--- src/pkg/frs_pkg.sv ---
// package: constants and types for the recalibration scheduler
package frs_pkg;

  // ----------------------------------------------------------------
  // timing
  // ----------------------------------------------------------------
  localparam int unsigned CLK_HZ          = 20_000_000;
  localparam int unsigned SECOND_NS       = 1_000_000_000;
  localparam int unsigned CLK_PERIOD_NS   = 50;
  localparam int unsigned CYCLES_PER_SEC  = SECOND_NS / CLK_PERIOD_NS;
  localparam int unsigned SHUTTER_MOVE_MS = 10;
  localparam int unsigned SHUTTER_CYCLES  = SHUTTER_MOVE_MS * (CLK_HZ / 1000);
  localparam int unsigned CALIB_FRAMES    = 4;
  localparam int unsigned TRIG_WAIT_MS    = 2000;
  localparam int unsigned TRIG_WAIT_CYC   = TRIG_WAIT_MS * (CLK_HZ / 1000);
  localparam int unsigned NVM_WAIT_CYC    = 1;

  // ----------------------------------------------------------------
  // field widths
  // ----------------------------------------------------------------
  localparam int unsigned TEMP_W = 12;
  localparam int unsigned SEC_W  = 16;

  // ----------------------------------------------------------------
  // encodings
  // ----------------------------------------------------------------
  typedef enum logic [1:0] {
    FRS_POL_OFF   = 2'h0,
    FRS_POL_TEMP  = 2'h1,
    FRS_POL_TIME  = 2'h2,
    FRS_POL_EITHER = 2'h3
  } frs_policy_t;

  typedef enum logic [2:0] {
    FRS_ST_IDLE     = 3'h0,
    FRS_ST_RUNNING  = 3'h1,
    FRS_ST_DONE     = 3'h2,
    FRS_ST_TIMEOUT  = 3'h3,
    FRS_ST_DEFERRED = 3'h4
  } frs_status_t;

  typedef enum logic [1:0] {
    FRS_LED_OFF  = 2'h0,
    FRS_LED_RED  = 2'h1,
    FRS_LED_FLASH_BLUE = 2'h2,
    FRS_LED_BLUE = 2'h3
  } frs_led_t;

  // configuration from host features
  typedef struct packed {
    frs_policy_t             auto_recal_policy;
    logic [TEMP_W-1:0]       max_temp_drift_limit;
    logic [SEC_W-1:0]        max_recal_interval_s;
    logic [SEC_W-1:0]        min_recal_spacing;
    logic                    uniform_scene_source_sel;
    logic                    exposure_alignment_sel;
    logic                    trigger_gate_setting;
    logic                    user_corr_en;
  } frs_cfg_t;

  localparam logic SRC_INTERNAL = 1'b0;
  localparam logic SRC_EXTERNAL = 1'b1;
  localparam logic ALIGN_CONT   = 1'b0;
  localparam logic ALIGN_ODR    = 1'b1;

endpackage : frs_pkg

--- src/hdl/frs_scheduler.sv ---
// fixed-pattern calibration scheduler with status indicator
//
// Notes on behaviour
// RULE_01 - policy off: never calibrate automatically; only explicit commands start one (a pending deferred run still starts on acq_start).
// RULE_02 - external target selected forces automatic policy to off.
// RULE_03 - temperature policy: request recal when drift exceeds limit.
// RULE_04 - time policy: request recal when elapsed seconds exceed interval.
// RULE_05 - combined policy: request when either drift or time condition holds.
// RULE_06 - automatic runs never closer than minimum spacing.
// RULE_07 - due while acquisition stopped: status becomes deferred.
// RULE_08 - acquisition start with pending: calibrate first, then deliver frames.
// RULE_09 - on-demand triggering with no triggers during calibration: fail with timeout.
// RULE_10 - host supplies triggers at normal rate during on-demand calibration.
// RULE_11 - triggering off or continuous readout: frames acquired without triggers.
// RULE_12 - scene source selection picks internal shutter or external target.
// RULE_13 - save command writes user coefficients to non-volatile memory.
// RULE_14 - user correction applies on top of factory correction.
// RULE_15 - red from power-up; stays red only on fatal error.
// RULE_16 - blue once address assigned; host accepted only from then.
// RULE_17 - successful calibration records temperature and restarts elapsed timer.
// RULE_18 - internal target: shutter closed during calibration, reopened after.
`timescale 1ns/10ps
module frs_scheduler #(
  parameter int unsigned CYC_PER_SEC   = frs_pkg::CYCLES_PER_SEC,
  parameter int unsigned SHUTTER_CYC   = frs_pkg::SHUTTER_CYCLES,
  parameter int unsigned TRIG_WAIT     = frs_pkg::TRIG_WAIT_CYC,
  parameter int unsigned N_FRAMES      = frs_pkg::CALIB_FRAMES
) (
  input  wire logic                        core_clk,
  input  wire logic                        sys_rst,
  input  wire frs_pkg::frs_cfg_t           cfg,
  input  wire logic                        calib_command,
  input  wire logic                        save_command,
  input  wire logic                        acq_start,
  input  wire logic                        acq_stop,
  input  wire logic                        frame_done,
  input  wire logic                        trigger_pin,
  input  wire logic [frs_pkg::TEMP_W-1:0]  sensor_temp,
  input  wire logic                        init_started,
  input  wire logic                        fatal_error,
  input  wire logic                        addr_assigned,
  input  wire logic                        nvm_ack,
  output frs_pkg::frs_status_t             calib_status,
  output logic                             calib_busy,
  output logic                             shutter_close,
  output logic                             frame_out_en,
  output logic                             free_run_acq,
  output logic                             nvm_write,
  output logic                             user_corr_apply,
  output logic                             factory_corr_apply,
  output logic                             host_accept,
  output frs_pkg::frs_led_t                led_state,
  output frs_pkg::frs_policy_t             effective_policy
);

  // ----------------------------------------------------------------
  // pin synchronisation
  // ----------------------------------------------------------------
  logic trig_sync;
  logic trig_prev;
  logic trig_edge;

  frs_sync #(.W(1)) u_trig_sync (
    .core_clk (core_clk),
    .sys_rst  (sys_rst),
    .async_in (trigger_pin),
    .sync_out (trig_sync)
  );

  assign trig_edge = trig_sync & ~trig_prev;

  // ----------------------------------------------------------------
  // policy and acquisition mode
  // ----------------------------------------------------------------
  logic on_demand;

  always_comb begin
    if (cfg.uniform_scene_source_sel == frs_pkg::SRC_EXTERNAL) begin
      effective_policy = frs_pkg::FRS_POL_OFF; // [RULE_02]
    end else begin
      effective_policy = cfg.auto_recal_policy;
    end
  end

  // continuous acquisition unless triggered on-demand readout
  assign on_demand    = cfg.trigger_gate_setting &&
                        (cfg.exposure_alignment_sel == frs_pkg::ALIGN_ODR);
  assign free_run_acq = ~on_demand; // [RULE_11]

  // ----------------------------------------------------------------
  // elapsed-time and reference temperature
  // ----------------------------------------------------------------
  typedef enum logic [2:0] {
    FRS_FSM_IDLE    = 3'b000,
    FRS_FSM_CLOSE   = 3'b001,
    FRS_FSM_COLLECT = 3'b011,
    FRS_FSM_OPEN    = 3'b010,
    FRS_FSM_SAVE    = 3'b110
  } frs_fsm_t;

  frs_fsm_t                   state;
  frs_fsm_t                   next_state;
  logic [31:0]                sec_div;
  logic [31:0]                next_sec_div;
  logic [frs_pkg::SEC_W-1:0]  elapsed_s;
  logic [frs_pkg::SEC_W-1:0]  next_elapsed_s;
  logic [frs_pkg::SEC_W-1:0]  since_auto_s;
  logic [frs_pkg::SEC_W-1:0]  next_since_auto_s;
  logic [frs_pkg::TEMP_W-1:0] ref_temp;
  logic [frs_pkg::TEMP_W-1:0] next_ref_temp;
  logic                       calib_ok;
  logic                       auto_start;
  logic                       sec_tick;

  assign sec_tick = (sec_div == CYC_PER_SEC - 1);

  always_comb begin
    next_sec_div      = sec_tick ? 32'h0 : sec_div + 32'h1;
    next_elapsed_s    = elapsed_s;
    next_since_auto_s = since_auto_s;
    next_ref_temp     = ref_temp;
    if (sec_tick && elapsed_s != '1) begin
      next_elapsed_s = elapsed_s + 1'b1;
    end
    if (sec_tick && since_auto_s != '1) begin
      next_since_auto_s = since_auto_s + 1'b1;
    end
    if (auto_start) begin
      next_since_auto_s = '0; // [RULE_06]
    end
    if (calib_ok) begin
      next_elapsed_s = '0;          // [RULE_17]
      next_ref_temp  = sensor_temp; // [RULE_17]
    end
  end

  always_ff @(posedge core_clk) begin
    if (sys_rst) begin
      sec_div      <= 32'h0;
      elapsed_s    <= '0;
      since_auto_s <= '1;
      ref_temp     <= '0;
      trig_prev    <= 1'b0;
    end else begin
      sec_div      <= next_sec_div;
      elapsed_s    <= next_elapsed_s;
      since_auto_s <= next_since_auto_s;
      ref_temp     <= next_ref_temp;
      trig_prev    <= trig_sync;
    end
  end

  // ----------------------------------------------------------------
  // due conditions
  // ----------------------------------------------------------------
  logic [frs_pkg::TEMP_W-1:0] drift;
  logic                       drift_hit;
  logic                       time_hit;
  logic                       due;
  logic                       spacing_ok;

  assign drift      = (sensor_temp > ref_temp) ? sensor_temp - ref_temp
                                                : ref_temp - sensor_temp;
  assign drift_hit  = drift > cfg.max_temp_drift_limit; // [RULE_03]
  assign time_hit   = elapsed_s > cfg.max_recal_interval_s; // [RULE_04]
  assign spacing_ok = since_auto_s >= cfg.min_recal_spacing; // [RULE_06]

  always_comb begin
    case (effective_policy)
      frs_pkg::FRS_POL_TEMP:   due = drift_hit;
      frs_pkg::FRS_POL_TIME:   due = time_hit;
      frs_pkg::FRS_POL_EITHER: due = drift_hit | time_hit; // [RULE_05]
      default:                 due = 1'b0; // [RULE_01]
    endcase
  end

  // ----------------------------------------------------------------
  // calibration sequencer
  // ----------------------------------------------------------------
  logic                 acquiring;
  logic                 next_acquiring;
  logic                 pending;
  logic                 next_pending;
  logic [31:0]          wait_cnt;
  logic [31:0]          next_wait_cnt;
  logic [7:0]           frames;
  logic [7:0]           next_frames;
  logic                 save_req;
  logic                 next_save_req;
  frs_pkg::frs_status_t next_status;
  logic                 go_manual;
  logic                 auto_due;
  logic                 use_shutter;
  logic                 frame_evt;

  assign go_manual   = calib_command && host_accept;
  assign auto_due    = due && spacing_ok && state == FRS_FSM_IDLE;
  assign use_shutter = cfg.uniform_scene_source_sel == frs_pkg::SRC_INTERNAL; // [RULE_12]
  assign frame_evt   = on_demand ? trig_edge : frame_done;

  always_comb begin
    next_state     = state;
    next_acquiring = acquiring;
    next_pending   = pending;
    next_wait_cnt  = wait_cnt;
    next_frames    = frames;
    next_status    = calib_status;
    next_save_req  = save_req | (save_command & host_accept);
    auto_start     = 1'b0;
    calib_ok       = 1'b0;
    if (acq_start) begin
      next_acquiring = 1'b1;
    end else if (acq_stop) begin
      next_acquiring = 1'b0;
    end
    case (state)
      FRS_FSM_IDLE: begin
        if (go_manual || (pending && (acq_start || acquiring)) || (auto_due && acquiring)) begin
          auto_start    = !go_manual;
          next_pending  = 1'b0;
          next_state    = use_shutter ? FRS_FSM_CLOSE : FRS_FSM_COLLECT; // [RULE_18]
          next_wait_cnt = 32'h0;
          next_frames   = 8'h0;
          next_status   = frs_pkg::FRS_ST_RUNNING;
        end else if (auto_due && !acquiring && !pending) begin
          next_pending = 1'b1;
          next_status  = frs_pkg::FRS_ST_DEFERRED; // [RULE_07]
        end else if (save_req) begin
          next_state = FRS_FSM_SAVE;
        end
      end
      FRS_FSM_CLOSE: begin
        next_wait_cnt = wait_cnt + 32'h1;
        if (wait_cnt == SHUTTER_CYC - 1) begin
          next_state    = FRS_FSM_COLLECT;
          next_wait_cnt = 32'h0;
        end
      end
      FRS_FSM_COLLECT: begin
        next_wait_cnt = wait_cnt + 32'h1;
        if (frame_evt) begin
          next_frames   = frames + 8'h1;
          next_wait_cnt = 32'h0;
        end
        if (frame_evt && frames == 8'(N_FRAMES - 1)) begin
          calib_ok      = 1'b1;
          next_status   = frs_pkg::FRS_ST_DONE;
          next_wait_cnt = 32'h0;
          next_state    = use_shutter ? FRS_FSM_OPEN : FRS_FSM_IDLE;
        end else if (on_demand && !frame_evt && wait_cnt == TRIG_WAIT - 1) begin
          next_status   = frs_pkg::FRS_ST_TIMEOUT; // [RULE_09]
          next_wait_cnt = 32'h0;
          next_state    = use_shutter ? FRS_FSM_OPEN : FRS_FSM_IDLE;
        end
      end
      FRS_FSM_OPEN: begin
        next_wait_cnt = wait_cnt + 32'h1;
        if (wait_cnt == SHUTTER_CYC - 1) begin
          next_state = FRS_FSM_IDLE; // [RULE_18]
        end
      end
      FRS_FSM_SAVE: begin
        if (nvm_ack) begin
          next_save_req = save_command & host_accept; // [RULE_13]
          next_state    = FRS_FSM_IDLE;
        end
      end
      default: next_state = FRS_FSM_IDLE;
    endcase
  end

  always_ff @(posedge core_clk) begin
    if (sys_rst) begin
      state        <= FRS_FSM_IDLE;
      acquiring    <= 1'b0;
      pending      <= 1'b0;
      wait_cnt     <= 32'h0;
      frames       <= 8'h0;
      save_req     <= 1'b0;
      calib_status <= frs_pkg::FRS_ST_IDLE;
    end else begin
      state        <= next_state;
      acquiring    <= next_acquiring;
      pending      <= next_pending;
      wait_cnt     <= next_wait_cnt;
      frames       <= next_frames;
      save_req     <= next_save_req;
      calib_status <= next_status;
    end
  end

  // ----------------------------------------------------------------
  // outputs and status indicator
  // ----------------------------------------------------------------
  frs_pkg::frs_led_t next_led;
  logic              next_host_accept;
  logic              next_frame_out;

  always_comb begin
    next_led         = led_state;
    next_host_accept = 1'b0;
    if (fatal_error) begin
      next_led         = frs_pkg::FRS_LED_RED; // [RULE_15]
      next_host_accept = 1'b0;
    end else if (addr_assigned) begin
      next_led         = frs_pkg::FRS_LED_BLUE; // [RULE_16]
      next_host_accept = 1'b1;                  // [RULE_16]
    end else if (init_started) begin
      next_led = frs_pkg::FRS_LED_FLASH_BLUE;
    end
    // frames held back until a pending or running calibration finishes
    next_frame_out = next_acquiring && next_state == FRS_FSM_IDLE && !next_pending; // [RULE_08]
  end

  always_ff @(posedge core_clk) begin
    if (sys_rst) begin
      led_state    <= frs_pkg::FRS_LED_RED; // [RULE_15]
      host_accept  <= 1'b0;
      frame_out_en <= 1'b0;
    end else begin
      led_state    <= next_led;
      host_accept  <= next_host_accept;
      frame_out_en <= next_frame_out;
    end
  end

  assign calib_busy         = state != FRS_FSM_IDLE && state != FRS_FSM_SAVE;
  assign shutter_close      = state == FRS_FSM_CLOSE || state == FRS_FSM_COLLECT && use_shutter;
  assign nvm_write          = state == FRS_FSM_SAVE; // [RULE_13]
  assign factory_corr_apply = 1'b1;                  // [RULE_14]
  assign user_corr_apply    = cfg.user_corr_en;      // [RULE_14]

endmodule : frs_scheduler

--- src/hdl/frs_sync.sv ---
// two-flop synchroniser bank for pin inputs
`timescale 1ns/10ps
module frs_sync #(
  parameter int unsigned W = 1
) (
  input  wire logic         core_clk,
  input  wire logic         sys_rst,
  input  wire logic [W-1:0] async_in,
  output logic      [W-1:0] sync_out
);
  logic [W-1:0] stage1;
  logic [W-1:0] next_stage1;
  logic [W-1:0] next_sync;

  always_comb begin
    next_stage1 = async_in;
    next_sync   = stage1;
  end

  always_ff @(posedge core_clk) begin
    if (sys_rst) begin
      stage1   <= '0;
      sync_out <= '0;
    end else begin
      stage1   <= next_stage1;
      sync_out <= next_sync;
    end
  end
endmodule : frs_sync

--- config.mk ---
export PLATFORM = sky130hd
export DESIGN_NAME = frs_scheduler
export DESIGN_NICKNAME = d
export VERILOG_FILES = /design/src/pkg/frs_pkg.sv /design/src/hdl/frs_scheduler.sv /design/src/hdl/frs_sync.sv
export SDC_FILE = /design/constraint.sdc
export NUM_CORES = 1
export LEC_CHECK = 0
export BUFFER_PORTS_ARGS = -buffer_cell sky130_fd_sc_hd__buf_2
export CORE_MARGIN = 2
export CORE_UTILIZATION = 40
export DETAILED_ROUTE_END_ITERATION = 8
export SYNTH_ARGS = -nofsm -noshare
export SYNTH_HDL_FRONTEND = slang
export SYNTH_SLANG_ARGS = --single-unit
--- constraint.sdc ---
create_clock -name core_clk -period 7.8 [get_ports core_clk]
set_input_delay 2.34 -clock core_clk [delete_from_list [all_inputs] [get_ports core_clk]]
set_output_delay 2.34 -clock core_clk [all_outputs]
set_load 0.1 [all_outputs]
==> results_dict.tcl <==
set metrics [dict create \
    outcome "finished clean" \
    routed-via-count 7291 \
    cts_max_path_buffers 2 \
    die_height_um 148.3 \
    post-route-worst-setup-slack_ns 0.7289 \
    post_synth_inst_count 1048 \
    synth_enable_flop_cells 0 \
    number_of_nets_in_the_layout 1263 \
    setup_viol 0 \
    dp.cells 1366 \
    core_region_area_um2 20360 \
    synthFlopType "sky130_fd_sc_hd__dfxtp_1" \
    first_global_vias 6686 \
    post_layout_nonfiller_instances 1398 \
    final_antenna_net_count 0 \
    globalplace.congestion 0.8445 \
    critPathCaptureType "register" \
    crit_path_max_fanout 14 \
    crit_start "sensor_temp[0]" \
    fin_crit_share_pct 90.66 \
    cp_data_arrival_time_ns 7.43 \
    buffers_added_on_ports 85 \
    ratio_of_cells_with_drive_above_1_in_the_final_layout_pct 13.03 \
    finalSetupTns_ns 0 \
    power_leakage_uw 0.004010 \
    synth_async_sr_flop_share_pct 0 \
    row_count 52 \
    post_synthesis_cell_type_count 72 \
    pre_cts_slack_ns 0.3262 \
    cell_with_the_most_instances_after_synthesis "sky130_fd_sc_hd__nor2_1" \
    grt_first_pass_wirelength_um 32170 \
    mappedNetlistNets 1196 \
    path_cells "buf_2 -> inv_1 -> ha_1 -> inv_1 -> fa_1 -> a211oi_1 -> o211ai_1 -> o211ai_1 -> a21boi_2 -> mux2i_1 -> o2111ai_1 -> a221oi_1 -> xnor2_1 -> ha_1 -> nand3_1 -> a2111o_1 -> o211ai_1 -> a22o_1 -> a31oi_1 -> a2111oi_0 -> and4_1" \
    floorplan.initialDensity_pct 40.91 \
    ff_to_ff_start "ref_temp[5]" \
    antenna_cells 0 \
    synth_top_area_share_pct 31.72 \
    crit_path_top_delay_cell "sky130_fd_sc_hd__a21boi_2" \
    overflow 0 \
    synth_area_leader_cell "sky130_fd_sc_hd__dfxtp_1" \
    holdBufCountCts 0 \
    synth.yosys.seq_area_share_pct 31.72 \
    final.min_clock_period_ns 7.071 \
    cts_resized 0 \
    post_drt_via_cell_ratio 5.215 \
    cts_tree "yes" \
    drt_iter0_drc 399 \
    hold_start "u_trig_sync.sync_out" \
    boundaryPins 89 \
    wl_um 19500 \
    maxClockFrequency_mhz 141.4 \
    startpoint_type_of_the_worst_setup_path "primary input" \
    post_synth_instance_area_um2 8332 \
    timing_max_transition_violations_final 0 \
    post_drt_wl_per_cell_um 13.95 \
    avgSynthCellArea_um2 7.950 \
    drcViolationCount 0 \
    clock_insertion_delay_worst_skew_ns 0.42 \
    grtUsageTotal_pct 17.91 \
    cpPeakStageDelay_ns 0.62 \
    max-slew-margin-rel_pct 34.12 \
    cts-root-buf "sky130_fd_sc_hd__clkbuf_16" \
    clock_sink_count 132 \
    cts_max_level 4 \
    grt_max_degree 54 \
    finClkSkew_ns 0.008951 \
    worst_path_dominant_cell_family "compound AO/OA/AOI/OAI gates" \
    die_area_um2 22000 \
    post_cts.repair.setup_buffers 0 \
    worstSetupPathType "in -> reg" \
    critical_path_required_ns 8.16 \
    hold_viol 0 \
    antenna_found_initial 0 \
    worst_hold_path_type "reg -> reg" \
    die-width_um 148.3 \
    dp.final_hpwl_um 14220 \
    first_pass_iters 5 \
    max-vdd-ir-drop_uv 138.2 \
    synth_commonest_cells "133 x sky130_fd_sc_hd__nor2_1, 132 x sky130_fd_sc_hd__dfxtp_1, 85 x sky130_fd_sc_hd__inv_1" \
    cts_made_buffers 17 \
    maxCapViolations 0 \
    worst_slew_pin_slew_ns 0.9879 \
    synth_area_leaders "sky130_fd_sc_hd__dfxtp_1 32%, sky130_fd_sc_hd__ha_1 11%, sky130_fd_sc_hd__nor2_1 6.0%" \
    clk_pin_slew_ns 0.06 \
    yosysWarnings 0 \
    areaGrowthSynthToFinish_pct 14.84 \
    rsz0062_at_grt "no" \
    buf_inv_on_cp 3 \
    power_density_nw_per_um2 194.0 \
    ys_seq_elements 132 \
    cp_common_cell "sky130_fd_sc_hd__o211ai_1" \
]
==> worst register-to-register path: stages (launching register included) <==
cell	delay, ns
sky130_fd_sc_hd__dfxtp_1	0.33
sky130_fd_sc_hd__ha_1	0.45
sky130_fd_sc_hd__o211ai_1	0.13
sky130_fd_sc_hd__o211ai_1	0.25
sky130_fd_sc_hd__o211ai_1	0.18
sky130_fd_sc_hd__a21boi_2	0.62
sky130_fd_sc_hd__mux2i_1	0.30
sky130_fd_sc_hd__o2111ai_1	0.20
sky130_fd_sc_hd__a221oi_1	0.41
sky130_fd_sc_hd__xnor2_1	0.11
sky130_fd_sc_hd__ha_1	0.30
sky130_fd_sc_hd__nand3_1	0.13
sky130_fd_sc_hd__a2111o_1	0.40
sky130_fd_sc_hd__o211ai_1	0.09
sky130_fd_sc_hd__a22o_1	0.32
sky130_fd_sc_hd__a31oi_1	0.22
sky130_fd_sc_hd__a2111oi_0	0.55
sky130_fd_sc_hd__and4_1	0.26
==> cell families after synthesis <==
logic type      after synthesis  synth area share (%)
fa+ha+maj                    74                 11.29
other cells                   1               0.04501
simple gates                414                 25.21
flops                       132                 31.72
xor+xnor                     68                 7.148
mux                          16                 1.997
compound gates              215                 16.40
buf+inv                     128                 6.187
==> metal layers <==
metal / up-vias / global-route usage [%] / share of wire [%]
met1: 3335 / 25.55 / 52
li1: 3808 / - / -
met3: 17 / 3.160 / 4.0
met2: 131 / 27.57 / 43
met4: 0 / 5.524 / 1.3
met5: - / 0 / 0
==> placed cells by master, fill, tap and decap left out, types with 10 or more instances in the layout <==
master                        n
sky130_fd_sc_hd__xnor2_1     26
sky130_fd_sc_hd__nor2_1     133
sky130_fd_sc_hd__nor2b_1     15
sky130_fd_sc_hd__and4_1      11
sky130_fd_sc_hd__a21oi_1     84
sky130_fd_sc_hd__inv_1       85
sky130_fd_sc_hd__buf_2       85
sky130_fd_sc_hd__clkbuf_16   17
sky130_fd_sc_hd__nor3_1      25
sky130_fd_sc_hd__o21bai_1    20
sky130_fd_sc_hd__a31oi_1     10
sky130_fd_sc_hd__ha_1        72
sky130_fd_sc_hd__nand4_1     26
sky130_fd_sc_hd__dfxtp_1    132
sky130_fd_sc_hd__mux2i_1     11
sky130_fd_sc_hd__or3_1       13
sky130_fd_sc_hd__and3_1      21
sky130_fd_sc_hd__nand2_1     73
sky130_fd_sc_hd__nand3_1     41
sky130_fd_sc_hd__xor2_1      42
sky130_fd_sc_hd__o21ai_0     34
==> path summary, 6_finish.rpt <==
check	endpoint	slack [ns]	cells past startpoint
hold reg to reg	trig_prev	0.46	1
setup reg to reg	frame_out_en	2.48	17
setup / recovery	frame_out_en	0.73	21
hold / removal	trig_prev	0.46	1
==> flip-flops by register name, summed over array words and instances, names as in the netlist <==
| register | count |
|---|---|
| sec_div | 32 |
| wait_cnt | 32 |
| elapsed_s | 16 |
| since_auto_s | 16 |
| ref_temp | 12 |
| frames | 8 |
| calib_status | 3 |
| state | 3 |
| led_state | 2 |
| acquiring | 1 |
| frame_out_en | 1 |
| host_accept | 1 |
| pending | 1 |
| save_req | 1 |
| trig_prev | 1 |
| u_trig_sync.next_sync | 1 |
| u_trig_sync.sync_out | 1 |
==> cell type report <==
type | instances | area [um^2]
inverters | 85 | 319.1
multi-input cells | 788 | 5184
clock inverters | 14 | 175.2
fillers | 2049 | 10800
clock buffers | 18 | 439.2
flip-flops and latches | 132 | 2643
well taps | 270 | 337.8
repair buffers | 91 | 470.5
==> power by group <==
group | internal [uW] | switching [uW]
combinational | 112 | 202
sequential | 691 | 19.3
clock | 515 | 318
==> metrics by stage <==
stage / utilization [%] / hold slack, ns / instance area (um^2) / total power [uW]
2_1_floorplan: - / 0.4138 / 8332 / 957.2
5_1_grt: 46.98 / 0.4776 / 9568 / 1946
6_report: 46.98 / 0.4584 / 9568 / 1857
3_3_place_gp: 43.97 / 0.4433 / 8954 / 1037
3_5_place_dp: 43.97 / 0.4479 / 8954 / 1039
4_1_cts: 46.98 / 0.4609 / 9568 / 1873
Power figures use the tool's default switching activity.
